===== src/rtl/cal_seq_defines.vh =====
`ifndef CAL_SEQ_DEFINES_VH
`define CAL_SEQ_DEFINES_VH

// ----------------------------------------
// Register byte offsets
// ----------------------------------------
`define OFS_CTRL 12'h010
`define OFS_STATUS 12'h014
`define OFS_TRIM_SEL 12'h018
`define OFS_TRIM_DATA 12'h01c
// Swap delays keep their unaligned index; byte address is four times it
`define IDX_SRC_DLY 12'h09a
`define IDX_SEL_DLY 12'h09b
`define OFS_SRC_DLY (`IDX_SRC_DLY << 2)
`define OFS_SEL_DLY (`IDX_SEL_DLY << 2)
`define OFS_MASK 12'hffc

// ----------------------------------------
// Control fields
// ----------------------------------------
`define CTRL_BG 0
`define CTRL_TRIG_SEL 1
`define CTRL_SOFT_TRIG 2
`define CTRL_FG_OFS 3
`define CTRL_BG_OFS 4
`define CTRL_VAR_LO 5
`define CTRL_VAR_HI 6

// Variants
`define VAR_QUAD 2'h0
`define VAR_DUAL 2'h1
`define VAR_SINGLE 2'h2

// ----------------------------------------
// Reset values and timing
// ----------------------------------------
`define CTRL_RST 32'h00000000
`define DLY_RST 8'h00
`define MID_CODE 9'h000
`define NUM_CORES 6
`define NUM_TRIMS 18
`define CAL_TIME_NS 2000
`define CLK_NS 20
`define CAL_CYCLES 16'd100
`define OFS_CAL_CYCLES 16'd16

`endif


===== src/rtl/adc_core_calibration_sequencer.v =====
// The APB interface to the registers is this design's own decision.
`timescale 1ns/1ps
`include "cal_seq_defines.vh"
module adc_core_calibration_sequencer
(
    input wire mclk,
    input wire arst_n,
    input wire psel,
    input wire penable,
    input wire pwrite,
    input wire [11:0] paddr,
    input wire [31:0] pwdata,
    output reg [31:0] prdata,
    output wire pready,
    output wire pslverr,
    input wire calibration_trigger_pin,
    input wire sampleStrobe,
    input wire [35:0] coreSamples,
    output reg [35:0] sampleOut,
    output reg [5:0] coreOnline,
    output reg [5:0] coreCalibrating,
    output reg stimulusSelect,
    output reg offsetCalActive,
    output reg fgDone,
    output reg [7:0] swapSourceDelay,
    output reg [7:0] swapSelectDelay
);
    // ----------------------------------------
    // State encodings
    // ----------------------------------------
    localparam [4:0] ST_IDLE = 5'b00001;
    localparam [4:0] ST_FG = 5'b00010;
    localparam [4:0] ST_FGOFS = 5'b00100;
    localparam [4:0] ST_BGCAL = 5'b01000;
    localparam [4:0] ST_SWAP = 5'b10000;
    localparam [15:0] CAL_LOAD = `CAL_CYCLES;
    localparam [15:0] OFS_LOAD = `OFS_CAL_CYCLES;

    // ----------------------------------------
    // Registers and wires
    // ----------------------------------------
    reg [31:0] ctrl_q;
    reg [4:0] trimSel_q;
    reg [4:0] state_q;
    reg [4:0] state_d;
    reg pinMeta_q;
    reg pinSync_q;
    reg pinPrev_q;
    reg softPrev_q;
    reg powerUp_q;
    reg [2:0] slot_q;
    reg [2:0] spareIdx_q;
    reg [2:0] victim_q;
    reg bgDone_q;
    reg startTimer;
    reg [15:0] timerLoad;
    wire timerDone;
    wire timerBusy;
    wire [7:0] trimRd;
    wire wrStb;
    wire rdStb;
    wire trigSel;
    wire trigger;
    wire [1:0] variant;
    wire trimWr;
    wire [2:0] pairA;
    wire [2:0] pairB;
    wire [2:0] spare;
    wire [2:0] nextVictim;

    assign wrStb = psel && penable && pwrite;
    assign rdStb = psel && penable && !pwrite;
    assign pready = 1'b1;
    assign pslverr = 1'b0;
    assign variant = ctrl_q[`CTRL_VAR_HI:`CTRL_VAR_LO];
    assign trimWr = wrStb && paddr == `OFS_TRIM_DATA;

    // ----------------------------------------
    // Submodules
    // ----------------------------------------
    trim_store u_trim
    (
        .mclk(mclk),
        .arst_n(arst_n),
        .wrEn(trimWr),
        .addr(trimSel_q),
        .wrData(pwdata[7:0]),
        .rdData(trimRd)
    );

    cal_timer u_timer
    (
        .mclk(mclk),
        .arst_n(arst_n),
        .start(startTimer),
        .load(timerLoad),
        .done(timerDone),
        .busy(timerBusy)
    );

    // ----------------------------------------
    // APB register writes
    // ----------------------------------------
    always @(posedge mclk or negedge arst_n)
    begin
        if (!arst_n)
        begin
            ctrl_q <= `CTRL_RST;
            trimSel_q <= 5'h00;
            swapSourceDelay <= `DLY_RST;
            swapSelectDelay <= `DLY_RST;
        end
        else if (wrStb)
        begin
            case (paddr)
                `OFS_CTRL: ctrl_q <= {25'h0, pwdata[6:0]};
                `OFS_TRIM_SEL: trimSel_q <= pwdata[4:0];
                `OFS_SRC_DLY: swapSourceDelay <= pwdata[7:0];
                `OFS_SEL_DLY: swapSelectDelay <= pwdata[7:0];
                default: ;
            endcase
        end
    end

    // ----------------------------------------
    // APB read mux
    // ----------------------------------------
    always @*
    begin
        prdata = 32'h00000000;
        if (rdStb)
        begin
            case (paddr)
                `OFS_CTRL: prdata = ctrl_q;
                `OFS_STATUS: prdata = {21'h0, bgDone_q, spareIdx_q, state_q, fgDone, 1'b0};
                `OFS_TRIM_SEL: prdata = {27'h0, trimSel_q};
                `OFS_TRIM_DATA: prdata = {24'h0, trimRd};
                `OFS_SRC_DLY: prdata = {24'h0, swapSourceDelay};
                `OFS_SEL_DLY: prdata = {24'h0, swapSelectDelay};
                default: prdata = 32'h00000000;
            endcase
        end
    end

    // ----------------------------------------
    // Trigger pin synchroniser and edge detect
    // ----------------------------------------
    always @(posedge mclk or negedge arst_n)
    begin
        if (!arst_n)
        begin
            pinMeta_q <= 1'b0;
            pinSync_q <= 1'b0;
            pinPrev_q <= 1'b0;
            softPrev_q <= 1'b0;
        end
        else
        begin
            pinMeta_q <= calibration_trigger_pin;
            pinSync_q <= pinMeta_q;
            pinPrev_q <= pinSync_q;
            softPrev_q <= ctrl_q[`CTRL_SOFT_TRIG];
        end
    end

    // Source select: 1 picks the pin, 0 the software bit
    assign trigSel = ctrl_q[`CTRL_TRIG_SEL];
    assign trigger = trigSel ? (pinSync_q && !pinPrev_q) :
        (ctrl_q[`CTRL_SOFT_TRIG] && !softPrev_q);

    // ----------------------------------------
    // Spare rotation table
    // ----------------------------------------
    // Quad uses two spares, dual and single one
    assign pairA = 3'd0;
    assign pairB = (variant == `VAR_SINGLE) ? 3'd0 : 3'd1;
    assign spare = (slot_q[1] && variant == `VAR_QUAD) ? 3'd3 : 3'd2;
    assign nextVictim = (variant != `VAR_QUAD) ? (slot_q[0] ? pairB : pairA) :
        (slot_q == 3'd0) ? pairA :
        (slot_q == 3'd1) ? pairB :
        (slot_q == 3'd2) ? 3'd4 : 3'd5;

    // ----------------------------------------
    // Sequencer next state
    // ----------------------------------------
    always @*
    begin
        state_d = state_q;
        startTimer = 1'b0;
        timerLoad = CAL_LOAD;
        case (state_q)
            ST_IDLE:
            begin
                if (powerUp_q || (trigger && !ctrl_q[`CTRL_BG]))
                begin
                    state_d = ST_FG;
                    startTimer = 1'b1;
                end
                else if (ctrl_q[`CTRL_BG] && !trigSel && ctrl_q[`CTRL_SOFT_TRIG])
                begin
                    state_d = ST_BGCAL;
                    startTimer = 1'b1;
                end
            end
            ST_FG:
            begin
                if (timerDone)
                begin
                    if (ctrl_q[`CTRL_FG_OFS])
                    begin
                        state_d = ST_FGOFS;
                        startTimer = 1'b1;
                        timerLoad = OFS_LOAD;
                    end
                    else
                        state_d = ST_IDLE;
                end
            end
            ST_FGOFS:
            begin
                if (timerDone)
                    state_d = ST_IDLE;
            end
            ST_BGCAL:
            begin
                if (timerDone)
                    state_d = ST_SWAP;
                else if (!ctrl_q[`CTRL_BG])
                    state_d = ST_IDLE;
            end
            ST_SWAP:
            begin
                if (sampleStrobe)
                begin
                    state_d = ctrl_q[`CTRL_BG] ? ST_BGCAL : ST_IDLE;
                    startTimer = ctrl_q[`CTRL_BG];
                end
            end
            default: state_d = ST_IDLE;
        endcase
    end

    // ----------------------------------------
    // Sequencer state and rotation bookkeeping
    // ----------------------------------------
    always @(posedge mclk or negedge arst_n)
    begin
        if (!arst_n)
        begin
            state_q <= ST_IDLE;
            powerUp_q <= 1'b1;
            fgDone <= 1'b0;
            slot_q <= 3'd0;
            spareIdx_q <= 3'd2;
            victim_q <= 3'd0;
            bgDone_q <= 1'b0;
        end
        else
        begin
            state_q <= state_d;
            powerUp_q <= 1'b0;
            if (state_q == ST_IDLE && state_d == ST_FG)
                fgDone <= 1'b0;
            else if ((state_q == ST_FG || state_q == ST_FGOFS) && state_d == ST_IDLE)
                fgDone <= 1'b1;
            if (state_q == ST_SWAP && sampleStrobe)
            begin
                // Calibrated spare takes over; freed core becomes the next spare
                spareIdx_q <= victim_q;
                bgDone_q <= 1'b1;
                if (variant == `VAR_QUAD)
                    slot_q <= (slot_q == 3'd3) ? 3'd0 : slot_q + 3'd1;
                else
                    slot_q <= {2'b00, ~slot_q[0]};
            end
            if (state_q != ST_BGCAL && state_d == ST_BGCAL)
                victim_q <= nextVictim;
        end
    end

    // ----------------------------------------
    // Core roles and output sample path
    // ----------------------------------------
    always @(posedge mclk or negedge arst_n)
    begin
        if (!arst_n)
        begin
            coreOnline <= 6'h00;
            coreCalibrating <= 6'h00;
            stimulusSelect <= 1'b0;
            offsetCalActive <= 1'b0;
            sampleOut <= 36'h000000000;
        end
        else
        begin
            stimulusSelect <= state_d != ST_IDLE;
            offsetCalActive <= state_q == ST_FGOFS ||
                (state_q == ST_BGCAL && ctrl_q[`CTRL_BG_OFS]);
            // Roles follow the next state into foreground so outputs and fgDone move together on entry
            if (state_d == ST_FG || state_d == ST_FGOFS)
            begin
                coreOnline <= 6'h00;
                coreCalibrating <= 6'h3f;
                sampleOut <= {4{`MID_CODE}};
            end
            else if (sampleStrobe)
            begin
                // Foreground map: A=0, B=1, C=4, D=5
                coreOnline <= 6'h33;
                coreCalibrating <= 6'h00;
                sampleOut <= {coreSamples[45-10 -: 9], coreSamples[36-10 -: 9],
                    coreSamples[17:9], coreSamples[8:0]};
                if (state_q == ST_BGCAL)
                begin
                    // Spare stands in for the core under calibration
                    coreOnline <= (6'h33 | (6'h01 << spare)) & ~(6'h01 << nextVictim);
                    coreCalibrating <= 6'h01 << nextVictim;
                    case (nextVictim)
                        3'd0: sampleOut[8:0] <= coreSamples[spare*9 +: 9];
                        3'd1: sampleOut[17:9] <= coreSamples[spare*9 +: 9];
                        3'd4: sampleOut[26:18] <= coreSamples[spare*9 +: 9];
                        default: sampleOut[35:27] <= coreSamples[spare*9 +: 9];
                    endcase
                end
            end
            // No core stays under calibration once the sequencer idles
            if (state_d == ST_IDLE)
                coreCalibrating <= 6'h00;
        end
    end
endmodule // adc_core_calibration_sequencer


===== src/rtl/trim_store.v =====
`timescale 1ns/1ps
// ----------------------------------------
// Trim memory: 18 words, factory values at reset
// ----------------------------------------
module trim_store
(
    input wire mclk,
    input wire arst_n,
    input wire wrEn,
    input wire [4:0] addr,
    input wire [7:0] wrData,
    output reg [7:0] rdData
);
    reg [7:0] mem [0:17];
    genvar i;

    // Each entry resets to its factory value and takes writes
    generate
        for (i = 0; i < 18; i = i + 1)
        begin : g_word
            always @(posedge mclk or negedge arst_n)
            begin
                if (!arst_n)
                    mem[i] <= 8'h80;
                else if (wrEn && addr == i)
                    mem[i] <= wrData;
            end
        end
    endgenerate

    // Registered read port
    always @(posedge mclk or negedge arst_n)
    begin
        if (!arst_n)
            rdData <= 8'h00;
        else if (addr < 5'd18)
            rdData <= mem[addr];
        else
            rdData <= 8'h00;
    end
endmodule // trim_store


===== src/rtl/cal_timer.v =====
`timescale 1ns/1ps
// ----------------------------------------
// Down counter that pulses done when expired
// ----------------------------------------
module cal_timer
(
    input wire mclk,
    input wire arst_n,
    input wire start,
    input wire [15:0] load,
    output reg done,
    output wire busy
);
    reg [15:0] cnt_q;

    assign busy = (cnt_q != 16'h0000);

    // Load on start, count to zero, pulse done
    always @(posedge mclk or negedge arst_n)
    begin
        if (!arst_n)
        begin
            cnt_q <= 16'h0000;
            done <= 1'b0;
        end
        else
        begin
            done <= (cnt_q == 16'h0001);
            if (start)
                cnt_q <= load;
            else if (busy)
                cnt_q <= cnt_q - 16'h0001;
        end
    end
endmodule // cal_timer


===== config.mk =====
export PLATFORM = sky130hd
export DESIGN_NAME = adc_core_calibration_sequencer
export DESIGN_NICKNAME = d
export VERILOG_FILES = /design/src/rtl/adc_core_calibration_sequencer.v /design/src/rtl/trim_store.v /design/src/rtl/cal_timer.v
export VERILOG_INCLUDE_DIRS = /design/src /design/src/rtl
export SDC_FILE = /design/constraint.sdc
export NUM_CORES = 1
export LEC_CHECK = 0
export BUFFER_PORTS_ARGS = -buffer_cell sky130_fd_sc_hd__buf_2
export CAP_MARGIN = 20
export CELL_PAD_IN_SITES_DETAIL_PLACEMENT = 1
export CELL_PAD_IN_SITES_GLOBAL_PLACEMENT = 2
export CORE_ASPECT_RATIO = 0.8
export CORE_UTILIZATION = 39
export DETAILED_ROUTE_END_ITERATION = 6
export GPL_ROUTABILITY_DRIVEN = 0
export PLACE_DENSITY_LB_ADDON = 0.1
export SYNTH_ARGS = -nofsm -noshare
export SYNTH_HDL_FRONTEND = slang
export SYNTH_SLANG_ARGS = --single-unit

===== constraint.sdc =====
create_clock -name mclk -period 3.8 [get_ports mclk]
set_clock_uncertainty 0.15 [all_clocks]
set_input_delay 0.57 -clock mclk [delete_from_list [all_inputs] [get_ports mclk]]
set_output_delay 0.57 -clock mclk [all_outputs]
set_load 0.03 [all_outputs]

Word level (Yosys, flattened, before mapping)
Cells that the tools add are included.
- add/sub/neg operators: 2
- multiply operators: 1
- div/mod/pow operators: 0
- $lt $le $gt $ge: 2
- eq/ne operators: 41
- shifts and indexed selects: 3
- multiplexer cells: 53
- bitwise operators: 4
- reductions and logical operators: 57
- operator list (cell ; count):
    $mux 36 ; 3
    $pmux 11 s6 ; 1
    $eq 5x4->1 const B ; 10
    $eq 12x5->1 const B ; 4
    $mux 6 ; 7
    $bmux 8 s5 ; 1
    $mux 9 ; 4
    $shiftx 36x7->9 ; 1
    $mux 5 ; 7
    $logic_and 1x1->1 ; 33
    $mux 16 ; 2
    $eq 5x3->1 const B ; 6
    $pmux 5 s5 ; 1
    $eq 12x10->1 const B ; 2
    $mux 8 ; 3
    $mux 7 ; 3
    $eq 5x2->1 const B ; 4
    $mux 3 ; 6
    $eq 16x1->1 const B ; 1
    $reduce_bool 16->1 ; 1
    $sub 16x1->16 const B ; 1
    $eq 5x1->1 const B ; 3
    $eq 5x5->1 const B ; 3
    $mux 1 ; 12
    other kinds (28) ; 44
- bits in registers: 268
- bits in latches: 0
- RAM bits: 0
- memory bits (read-only): 0
- logic and storage cells: 204
- memories kept: 0

Longest topological paths before layout
Gate-level depths: netlist of run 1.
- depth after elaboration: 11
- depth in mapped cells: 8
- mapped depth without buffers: 7

Cells and area by module
From an unflattened synthesis of run 1, not the netlist that was laid out.
- cells, all modules: 1141
- area total of the unflattened synthesis: 13242.7 µm²
- modules (own cells, without submodules) (module ; times used ; cells each ; area each (µm²)):
    trim_store ; 1 ; 484 ; 6954.2
    adc_core_calibration_sequencer ; 1 ; 542 ; 5223.8
    cal_timer ; 1 ; 115 ; 1064.8

Least setup slack after synthesis of run 1
Ideal clock, no wire load.
- path kind: input -> output
- start point: input paddr[7]
- end point: output prdata[1]
- data arrival time: 2745 ps
- data required time: 3080 ps
- slack: 335 ps
- cell stages on the path: 6
- buffers on the path: 1
- path through: or4_1 buf_2 nor3_1 nor3b_1 a22oi_1 a21oi_1
- cells in the longest elaborated chain, start to end: 3
- ends and longest elaborated chain (item ; line ; RTL):
    start: declaration ; adc_core_calibration_sequencer.v:11 ; input wire [11:0] paddr,
    $eq 12x10->1 or $eq 12x5->1 (tied branches) ; adc_core_calibration_sequencer.v:133 ; case (paddr)
    $pmux 11 s6 (*) ; adc_core_calibration_sequencer.v:133 ;
    $mux 11 (*) ; adc_core_calibration_sequencer.v:131 ; if (rdStb)
    end: declaration ; adc_core_calibration_sequencer.v:13 ; output reg [31:0] prdata,
Mark *: on every way between the ends. The rest lies on a longest branch, timed or not.

Worst setup path in the final report of run 1
- start point: input paddr[5]
- end point: output prdata[8]
Same word-level chain as after synthesis.

==> out/metrics.csv, run 1 <==
stage;metric;value;unit
cts;clk_pin_slew;0.06;ns
final_layout;syn2layout_area_growth;17.0;%
cts;clk_latency;0.57;ns
detailed_routing;ant_nets;0;
power_and_ir_drop;power.share.clock;40.5;%
min_path;hold_end;state_q[4]$_DFF_PN0_;
critical_path;crit_path_max_incr_delay;0.63;ns
synthesis;synth-seq-cells;266;
critical_path;path_cells;buf_2 -> or4b_1 -> nor3_1 -> buf_4 -> and2_0 -> nor3b_1 -> and2_1 -> buf_2;
global_route;grt_pass1_wl;59600;um
timing;fmax;300;MHz
critical_path;cp.arrival;2.62;ns
run_status;outcome;finished clean;
global_route;grt_use_total;22.3;%
final_layout;stdcell_count;1654;
final_layout;postLayoutCoreUtil;46.8;%
synthesis;yosys_warnings;0;
cts;ctsHtreeMaxLevel;1;
floorplan;die_h;166;um
cts;cts_tree;yes;
power_and_ir_drop;irDropWorstVdd;0.280;mV
cts;cts_made_buffers;30;
place;dpl.cell_count;1593;
timing;grt_setup_unrepaired;no;
synthesis;yosysUniqueCellTypes;71;
power_and_ir_drop;seqPwrFrac;41.7;%
floorplan;rows;59;
synthesis;async_reset_ff_share;100;%
detailed_routing;viasPerCell;5.48;
timing;hold_viol_final;0;
critical_path;regToRegSetupSlack;1.02;ns
detailed_routing;first_pass_iters;4;
place;hpwlAfterDp;25500;um
power_and_ir_drop;p_sw_share;30.7;%
detailed_routing;post-route-drc-count;0;
synthesis;synth_top_area_share;46.6;%
critical_path;r2r_start;trimSel_q[0]$_DFFE_PN0P_;
global_route;first_global_vias;9599;
synthesis;syn_area;0.0131;mm2
job;drv_cap;0;
global_route;grt_max_degree;75;
synthesis;synthCells;1068;
place;dpl-instance-area;0.0143;mm2
detailed_routing;drt_iter0_drc;550;
min_path;min-delay-start;sampleStrobe;
cts;root_buffer;clkbuf_16;
timing;slew_headroom;47.8;%
final_layout;layout.nets;1295;
power_and_ir_drop;power.internal;5.35;mW
place;place_worst_setup_slack;0.400;ns
critical_path;crit_top_cell;buf_2;
cts;post_cts_buffers;0;
floorplan;ios;188;
floorplan;dieArea;0.0344;mm2
synthesis;synth_area_leader_cell;dfrtp_1;
timing;worst_slack;0.463;ns
cts;cts_buffer_depth;3;
synthesis;synth_area_leaders;dfrtp_1 47%, mux2_2 15%, mux4_2 5.5%;
synthesis;synth.most_common_cell;dfrtp_1;
detailed_routing;routedWlPerCell;22.6;um
synthesis;synth_area_per_cell;12.3;um2
power_and_ir_drop;p_total;7.72;mW
final_layout;drive_above_1_share;40.5;%
place;numPortBuffers;140;
timing;post-route-min-period;3.34;ns
synthesis;synth_commonest_cells;245 x dfrtp_1, 180 x mux2_2, 63 x nand2_1;
critical_path;path_class;primary input to output port;
critical_path;r2r_cells;5;
min_path;hold_class;primary input to flop;
timing;final_max_slew_viol_count;0;
cts;cts_num_sinks;266;
critical_path;r2r-end;u_trim.rdData[0]$_DFF_PN0_;
power_and_ir_drop;switchingPower;2.37;mW
timing;setup_viol;0;
critical_path;start_kind;primary input;
detailed_routing;drt_wl_total;37400;um
min_path;whs_path_depth;2;
critical_path;cp_max_fo;5;
floorplan;initial_core_util;40.0;%
timing;setup_tns;0;ns
critical_path;endpoint_kind;output port;
timing;tightest_slew;0.783;ns
global_route;antenna_found_initial;3;
synthesis;synth_edf_count;0;
floorplan;die_w;207;um
power_and_ir_drop;powerDensity;502;mW/mm2
final_layout;final_area;0.0154;mm2
synthesis;synthFlopType;dfrtp_1;
critical_path;worst_ep_required_time;3.08;ns
timing;period_share;87.8;%
global_route;grt_overflow;0;
power_and_ir_drop;p_comb_share;17.8;%
critical_path;critPathSlowestCell;or4b_1;
timing;holdWs;0.127;ns
floorplan;core_area;0.0329;mm2
synthesis;ys_seq_area_share;50.8;%
power_and_ir_drop;power_leakage;7.11;nW
detailed_routing;num_vias;9072;
worst max-delay path: cells and delay by family:
kind	cells	cell delay, ns
buf+inv	3	0.47
simple gates	5	1.57
cells in the final DEF (no fill, tap or decap), types with 5 or more instances in the layout:
cell type,count
a211oi_1,16
a21oi_1,29
a221oi_1,8
a22oi_1,10
a31oi_1,20
and2_1,6
buf_2,139
buf_4,31
bufinv_16,5
clkbuf_1,5
clkbuf_16,31
clkinv_2,6
conb_1,24
dfrtp_1,244
dfstp_2,21
ha_1,6
inv_1,10
mux2_2,180
mux2_4,8
mux2i_1,36
mux4_2,32
nand2_1,63
nand2b_1,9
nand3_1,29
nand3b_1,11
nor2_1,52
nor2b_1,20
nor3_1,14
nor4_1,16
o21ai_0,20
o22a_1,9
or2_2,6
or3_1,11
xnor2_1,9
area by class of cell:
type / count / area (um2)
inverters: 11 / 41.3
fillers: 3428 / 17500
multi-input cells: 717 / 6030
well taps: 427 / 534
clock inverters: 17 / 230
repair buffers: 176 / 1010
diodes: 1 / 2.50
flip-flops and latches: 266 / 6680
clock buffers: 39 / 836
logic make-up (layout without fill, tap and decap cells):
group	after synthesis	count (layout)	share of synthesized area, %
buf+inv	107	243	3.91
flops	266	266	50.8
other cells	2	25	0.0571
xor+xnor	11	11	0.733
simple gates	283	283	12.2
compound gates	137	137	7.08
fa+ha+maj	6	6	0.571
mux	256	256	24.6
flip-flops by register name, indices dropped and copies added (netlist names), 2 cells and up:
signal,flops
spareIdx_q,3
u_trim.mem,144
u_timer.cnt_q,16
u_trim.rdData,8
state_q,5
swapSourceDelay,8
swapSelectDelay,8
victim_q,2
trimSel_q,5
coreOnline,6
slot_q,3
ctrl_q,7
sampleOut,36
coreCalibrating,5
routing by layer:
| metal | global-route usage, % | wire length (um) |
|---|---|---|
| met1 | 35.1 | 19600 |
| met4 | 3.57 | 488 |
| met3 | 4.29 | 1700 |
| met2 | 31.9 | 15600 |
| met5 | 0 | 25 |
what timing repair did:
action | 4_1_cts | 5_1_grt
endpoints found under the hold margin | 61 | 0
gates resized for setup | 0 | 0
hold buffers | 2 | 0
power groups by stage:
| stage | clock network (mW) | logic, mW | registers (mW) |
|---|---|---|---|
| global placement | 0 | 1.36 | 3.27 |
| detailed placement | 0 | 1.38 | 3.26 |
| CTS | 3.22 | 1.38 | 3.22 |
| finish | 3.13 | 1.37 | 3.22 |
| global route | 3.32 | 1.49 | 3.26 |
| floorplan | 0 | 0.626 | 3.53 |
worst max-delay path by stage:
stage | end | slack, ns | from | cells after the start
finish | prdata[8] | 0.46 | paddr[5] | 8
global route | prdata[8] | 0.22 | paddr[7] | 8
CTS | prdata[8] | 0.39 | paddr[5] | 8
detailed placement | prdata[8] | 0.40 | paddr[5] | 8
global placement | prdata[9] | 0.43 | paddr[7] | 8
floorplan | prdata[1] | 0.33 | paddr[7] | 6
No activity file was read; power rests on OpenSTA's default activity.
==> run 2: changes to the inputs <==
CORE_UTILIZATION = 38   (was 39)
SYNTH_HIERARCHICAL = 1   (was not set)
==> run 2 against run 1 <==
- synthesized area grew 0.75%
- die area rose by 3.4%
- cell count rose by 7.0%
- count of clock-buffer cells in the layout down 2
- worst setup slack gained 0.10 ns
- highest routed layer is now met4
==> out/metrics.csv, run 2 <==
stage;metric;value;unit;change
final_layout;layout_commonest_cell;dfrtp_1;;unchanged
global_route;grt_pass1_wl;61800;um;was 59600 um
synthesis;synth-seq-cells;266;;unchanged
detailed_routing;drt_iter0_drc;606;;was 550
final_layout;layout.nets;1376;;was 1295
final_layout;reg_top3;u_trim/mem (144), sampleOut (36), u_timer/cnt_q (16);;was u_trim.mem (144), sampleOut (36), u_timer.cnt_q (16)
detailed_routing;num_vias;9531;;was 9072
min_path;hold_class;primary input to flop;;unchanged
power_and_ir_drop;p_total;8.00;mW;was 7.72 mW
power_and_ir_drop;seqPwrFrac;41.8;%;was 41.7%
final_layout;seq_area;0.00669;mm2;was 0.00668 mm2
critical_path;worst_ep_required_time;3.08;ns;about the same
timing;slew_headroom;44.0;%;was 47.8%
synthesis;synth_area_leaders;dfrtp_1 46%, mux2_2 17%, dfstp_2 4.2%;;was dfrtp_1 47%, mux2_2 15%, mux4_2 5.5%
job;drv_cap;0;;unchanged
place;hpwlAfterDp;26300;um;was 25500 um
power_and_ir_drop;power.internal;5.49;mW;was 5.35 mW
detailed_routing;ant_nets;0;;unchanged
synthesis;synth.most_common_cell;dfrtp_1;;unchanged
detailed_routing;routedWlPerCell;21.9;um;was 22.6 um
global_route;grt_overflow;0;;unchanged
timing;setup_tns;0;ns;unchanged
final_layout;syn2layout_area_growth;17.0;%;about the same
cts;clk_pin_slew;0.07;ns;was 0.06 ns
critical_path;r2r_start;state_q[3]$_DFF_PN0_;;was trimSel_q[0]$_DFFE_PN0P_
power_and_ir_drop;irDropWorstVdd;0.275;mV;was 0.280 mV
global_route;grt_use_total;22.4;%;was 22.3%
synthesis;synthFlopType;dfrtp_1;;unchanged
timing;post-route-min-period;3.24;ns;was 3.34 ns
place;dpl.cell_count;1715;;was 1593
synthesis;synth_top_area_share;46.3;%;was 46.6%
place;dpl-instance-area;0.0144;mm2;was 0.0143 mm2
critical_path;worstSetupStartpoint;paddr[1];;was paddr[5]
timing;fmax;309;MHz;was 300 MHz
cts;cts_num_sinks;266;;unchanged
synthesis;synth_area_per_cell;11.6;um2;was 12.3 um2
critical_path;endpoint_kind;output port;;unchanged
critical_path;cp_max_fo;5;;unchanged
synthesis;async_reset_ff_share;100;%;unchanged
cts;clk_latency;0.56;ns;was 0.57 ns
final_layout;diodes;0;;was 1
power_and_ir_drop;switchingPower;2.51;mW;was 2.37 mW
floorplan;rows;60;;was 59
run_status;outcome;finished clean;;unchanged
min_path;min-delay-start;coreSamples[25];;was sampleStrobe
cts;cts_tree;yes;;unchanged
synthesis;synth_commonest_cells;245 x dfrtp_1, 199 x mux2_2, 104 x nand2_1;;was 245 x dfrtp_1, 180 x mux2_2, 63 x nand2_1
detailed_routing;drt_wl_total;38700;um;was 37400 um
detailed_routing;post-route-drc-count;0;;unchanged
cts;cts_buffer_depth;3;;unchanged
floorplan;die_h;169;um;was 166 um
floorplan;dieArea;0.0356;mm2;was 0.0344 mm2
final_layout;stdcell_count;1770;;was 1654
floorplan;die_w;211;um;was 207 um
floorplan;initial_core_util;39.0;%;was 40.0%
synthesis;synth_area_leader_cell;dfrtp_1;;unchanged
synthesis;yosysUniqueCellTypes;82;;was 71
final_layout;drive_above_1_share;37.2;%;was 40.5%
cts;ctsHtreeMaxLevel;1;;unchanged
synthesis;ys_seq_area_share;50.5;%;was 50.8%
final_layout;multiInputGateArea;0.00610;mm2;was 0.00603 mm2
synthesis;synth_edf_count;0;;unchanged
timing;hold_viol_final;0;;unchanged
detailed_routing;viasPerCell;5.38;;was 5.48
place;numPortBuffers;140;;unchanged
power_and_ir_drop;p_sw_share;31.3;%;was 30.7%
critical_path;path_class;primary input to output port;;unchanged
floorplan;ios;188;;unchanged
final_layout;final_area;0.0155;mm2;was 0.0154 mm2
power_and_ir_drop;p_comb_share;18.6;%;was 17.8%
final_layout;largest_register_ffs;144;;unchanged
synthesis;synthCells;1141;;was 1068
critical_path;cp.arrival;2.52;ns;was 2.62 ns
timing;period_share;85.2;%;was 87.8%
timing;final_max_slew_viol_count;0;;unchanged
final_layout;mostFrequentLayoutCells;244 x dfrtp_1, 199 x mux2_2, 139 x buf_2;;was 244 x dfrtp_1, 180 x mux2_2, 139 x buf_2
cts;cts_made_buffers;29;;was 30
power_and_ir_drop;power.share.clock;39.6;%;was 40.5%
detailed_routing;first_pass_iters;4;;unchanged
critical_path;start_kind;primary input;;unchanged
final_layout;largest-register;u_trim/mem;;was u_trim.mem
timing;grt_setup_unrepaired;no;;unchanged
timing;setup_viol;0;;unchanged
global_route;first_global_vias;10200;;was 9599
final_layout;fillerInstances;3686;;was 3428
cts;root_buffer;clkbuf_16;;unchanged
power_and_ir_drop;power_leakage;7.35;nW;was 7.11 nW
final_layout;postLayoutCoreUtil;45.6;%;was 46.8%
power_and_ir_drop;powerDensity;516;mW/mm2;was 502 mW/mm2
synthesis;syn_area;0.0132;mm2;was 0.0131 mm2
synthesis;yosys_warnings;6;;was 0
global_route;antenna_found_initial;0;;was 3
floorplan;core_area;0.0339;mm2;was 0.0329 mm2
timing;tightest_slew;0.840;ns;was 0.783 ns
global_route;grt_max_degree;96;;was 75
-- run 2: repair_timing --
item                                   4_1_cts  5_1_grt
endpoints found under the hold margin       82        0
setup buffers                                0        0
resized for setup                            0        0
hold buffers                                 2        0
-- run 2: path summary, 6_finish.rpt --
kind	end	slack, ns	cells past startpoint
setup / recovery	prdata[9]	0.56	8
hold / removal	sampleOut[25]$_DFFE_PN0P_	0.13	3
setup reg to reg	u_timer/cnt_q[3]$_DFFE_PN0P_	0.82	7
hold reg to reg	pinSync_q$_DFF_PN0_	0.19	0
max in group asynchronous	u_trim/mem[63]$_DFFE_PN1P_	2.05	3
min in group asynchronous	bgDone_q$_DFFE_PN0P_	0.43	2
-- run 2: final cells by class --
class	count	area share, %
clock buffers	37	5.33
multi-input cells	796	39.4
repair buffers	173	6.30
flip-flops and latches	266	43.2
clock inverters	16	1.62
inverters	17	0.428
well taps	465	3.76
-- run 2: power groups by stage --
stage	Combinational (mW)	Clock (mW)	Sequential (mW)
5_1_grt	1.65	3.36	3.39
3_5_place_dp	1.51	0	3.39
6_report	1.49	3.16	3.34
2_1_floorplan	0.687	0	3.66
4_1_cts	1.51	3.25	3.34
3_3_place_gp	1.49	0	3.38
-- run 2: cells by family after synthesis --
logic type	count (synthesis)	share of synthesized area (%)
buffers and inverters	113	4.56
adders and majority gates	6	0.567
xor gates and xnor gates	7	0.463
DFF	266	50.5
other	2	0.0567
AOI/OAI and AO/OA	180	9.24
and+or+nand+nor	315	13.0
muxes	252	21.7
-- run 2: per-stage QoR --
stage          hold WS, ns  setup WS, ns
5_1_grt              0.124         0.442
3_3_place_gp         0.187         0.403
3_5_place_dp         0.187         0.439
6_report             0.125         0.563
2_1_floorplan        0.124         0.476
4_1_cts             0.0999         0.537
-- run 2: routing by layer --
metal  track usage, %  share of wire, %  vias to the layer above
met5                0                 0                        -
met4             4.47               1.6                        0
met3             3.69               4.1                       40
met2             33.3                44                      167
met1             34.1                51                     4938
li1                 -                 -                     4386
-- run 2: critical path, stage by stage --
cell	delay, ns
buf_2	0.09
or4_1	0.51
nor3_1	0.23
and3_1	0.22
buf_4	0.15
nor3b_2	0.36
and2_1	0.18
buf_2	0.20
==> run 3: changes to the inputs <==
RECOVER_POWER = 100   (was not set)
==> run 3 against run 2 <==
- the run now ends with max-capacitance violations, max-slew violations left
- non-clock buffer count unchanged
- worst setup slack worse by 0.13 ns
- highest routed layer unchanged
- first-iteration DRC count shrank 5.4%
- critical path type unchanged
- worst hold slack improved by 0.00073 ns
- via count up 0.27%
- wire length grew 0.24%
- power fell by 0.68%
- combinational power fell by 4%
- critical endpoint unchanged
- count of clock-buffer cells in the layout unchanged
==> out/metrics.csv, run 3 (synthesis gave the netlist of run 2 again) <==
stage;metric;value;unit;change
global_route;grt_overflow;0;;unchanged
cts;cts_num_sinks;266;;unchanged
detailed_routing;drt_wl_total;38800;um;was 38700 um
power_and_ir_drop;powerDensity;521;mW/mm2;was 516 mW/mm2
final_layout;mostFrequentLayoutCells;244 x dfrtp_1, 198 x mux2_2, 104 x nand2_1;;was 244 x dfrtp_1, 199 x mux2_2, 139 x buf_2
timing;tightest_slew;1.87;ns;was 0.840 ns
cts;cts_made_buffers;29;;unchanged
critical_path;cp.arrival;2.65;ns;was 2.52 ns
timing;setup_viol;0;;unchanged
power_and_ir_drop;irDropWorstVdd;0.277;mV;was 0.275 mV
final_layout;diodes;0;;unchanged
floorplan;rows;60;;unchanged
run_status;outcome;finished, violations left;;was finished clean
cts;cts_tree;yes;;unchanged
global_route;first_global_vias;10200;;unchanged
place;numPortBuffers;140;;unchanged
cts;ctsHtreeMaxLevel;1;;unchanged
place;hpwlAfterDp;26300;um;unchanged
critical_path;cp_max_fo;5;;unchanged
critical_path;worst_ep_required_time;3.08;ns;about the same
detailed_routing;drt_iter0_drc;573;;was 606
global_route;grt_use_total;22.4;%;unchanged
final_layout;layout.nets;1376;;unchanged
detailed_routing;post-route-drc-count;0;;unchanged
final_layout;reg_top3;u_trim/mem (144), sampleOut (36), u_timer/cnt_q (16);;unchanged
final_layout;layout_commonest_cell;dfrtp_1;;unchanged
final_layout;drive_above_1_share;29.5;%;was 37.2%
timing;final_max_slew_viol_count;128;;was 0
run_status;violations;max-capacitance violations, max-slew violations;;
floorplan;initial_core_util;39.0;%;unchanged
final_layout;largest-register;u_trim/mem;;unchanged
critical_path;critPathSlowestCell;or4_1;;unchanged
timing;grt_setup_unrepaired;no;;unchanged
critical_path;path_cells;buf_2 -> or4_1 -> nor3_1 -> and3_1 -> buf_4 -> nor3b_2 -> and2_1 -> clkbuf_1;;was buf_2 -> or4_1 -> nor3_1 -> and3_1 -> buf_4 -> nor3b_2 -> and2_1 -> buf_2
cts;ctsHoldBuffers;2;;unchanged
critical_path;endpoint_kind;output port;;unchanged
final_layout;largest_register_ffs;144;;unchanged
cts;clk_latency;0.56;ns;about the same
timing;fmax;297;MHz;was 309 MHz
timing;period_share;88.6;%;was 85.2%
detailed_routing;viasPerCell;5.40;;was 5.38
global_route;antenna_found_initial;0;;unchanged
cts;cts_buffer_depth;3;;unchanged
timing;setup_tns;0;ns;unchanged
critical_path;path_class;primary input to output port;;unchanged
cts;post_cts_buffers;0;;unchanged
detailed_routing;num_vias;9557;;was 9531
power_and_ir_drop;power_leakage;6.93;nW;was 7.35 nW
cts;clk_pin_slew;0.07;ns;about the same
floorplan;die_h;169;um;unchanged
detailed_routing;ant_nets;0;;unchanged
final_layout;final_area;0.0153;mm2;was 0.0155 mm2
global_route;grt_pass1_wl;61800;um;unchanged
cts;root_buffer;clkbuf_16;;unchanged
critical_path;crit_path_max_incr_delay;0.51;ns;about the same
timing;slew_headroom;-24.7;%;was 44.0%
cts;post_cts_resized;0;;unchanged
final_layout;syn2layout_area_growth;15.2;%;was 17.0%
final_layout;fillerInstances;3731;;was 3686
detailed_routing;first_pass_iters;5;;was 4
floorplan;core_area;0.0339;mm2;unchanged
timing;post-route-min-period;3.37;ns;was 3.24 ns
job;drv_cap;4;;was 0
timing;hold_viol_final;0;;unchanged
floorplan;dieArea;0.0356;mm2;unchanged
global_route;grt_max_degree;96;;unchanged
min_path;hold_class;primary input to flop;;unchanged
floorplan;ios;188;;unchanged
critical_path;start_kind;primary input;;unchanged
detailed_routing;routedWlPerCell;21.9;um;about the same
place;dpl-instance-area;0.0144;mm2;unchanged
floorplan;die_w;211;um;unchanged
run 3: layout make-up:
class | instances | area, um2 | area share (%)
repair buffers | 173 | 811 | 5.31
well taps | 465 | 582 | 3.81
inverters | 17 | 65.1 | 0.426
clock buffers | 37 | 826 | 5.41
clock inverters | 16 | 250 | 1.64
flip-flops and latches | 266 | 6690 | 43.8
multi-input cells | 796 | 6040 | 39.6
run 3: metrics by stage:
stage               total power [mW]  setup slack (ns)  hold slack [ns]  instances  utilization (%)
CTS                             8.10             0.537           0.0999       1770             45.6
global route                    8.34             0.256            0.124       1770             45.0
detailed placement              4.89             0.439            0.187       1715             42.4
global placement                4.87             0.403            0.187       1715             42.4
floorplan                       4.35             0.476            0.124       1175                -
finish                          7.94             0.432            0.126       1770             45.0
run 3: per-layer routing:
metal,GRT usage [%],up-vias,wire length (um)
met1,34.1,4947,19600
met4,4.47,0,649
met2,33.3,175,16900
li1,-,4393,-
met3,3.69,42,1620
met5,0,-,0
run 3: final timing paths:
kind / end / cells after the start / slack, ns / start
worst max register to register: u_timer/cnt_q[3]$_DFFE_PN0P_ / 6 / 0.49 / state_q[3]$_DFF_PN0_
min in group asynchronous: bgDone_q$_DFFE_PN0P_ / 2 / 0.43 / arst_n
max in group asynchronous: u_trim/mem[93]$_DFFE_PN0P_ / 3 / 0.84 / arst_n
worst min-delay path: sampleOut[25]$_DFFE_PN0P_ / 3 / 0.13 / coreSamples[25]
worst max-delay path: prdata[9] / 8 / 0.43 / paddr[1]
worst min register to register: pinSync_q$_DFF_PN0_ / 0 / 0.19 / pinMeta_q$_DFF_PN0_
run 3: worst max-delay path, delay by kind of cell:
kind	cells	cell delay [ns]
AND/OR/NAND/NOR	5	1.51
buffers and inverters	3	0.57
run 3: power by group:
group | switching (mW) | total, mW | internal (mW)
clock | 1.22 | 3.16 | 1.94
combinational | 1.05 | 1.43 | 0.386
sequential | 0.246 | 3.35 | 3.10
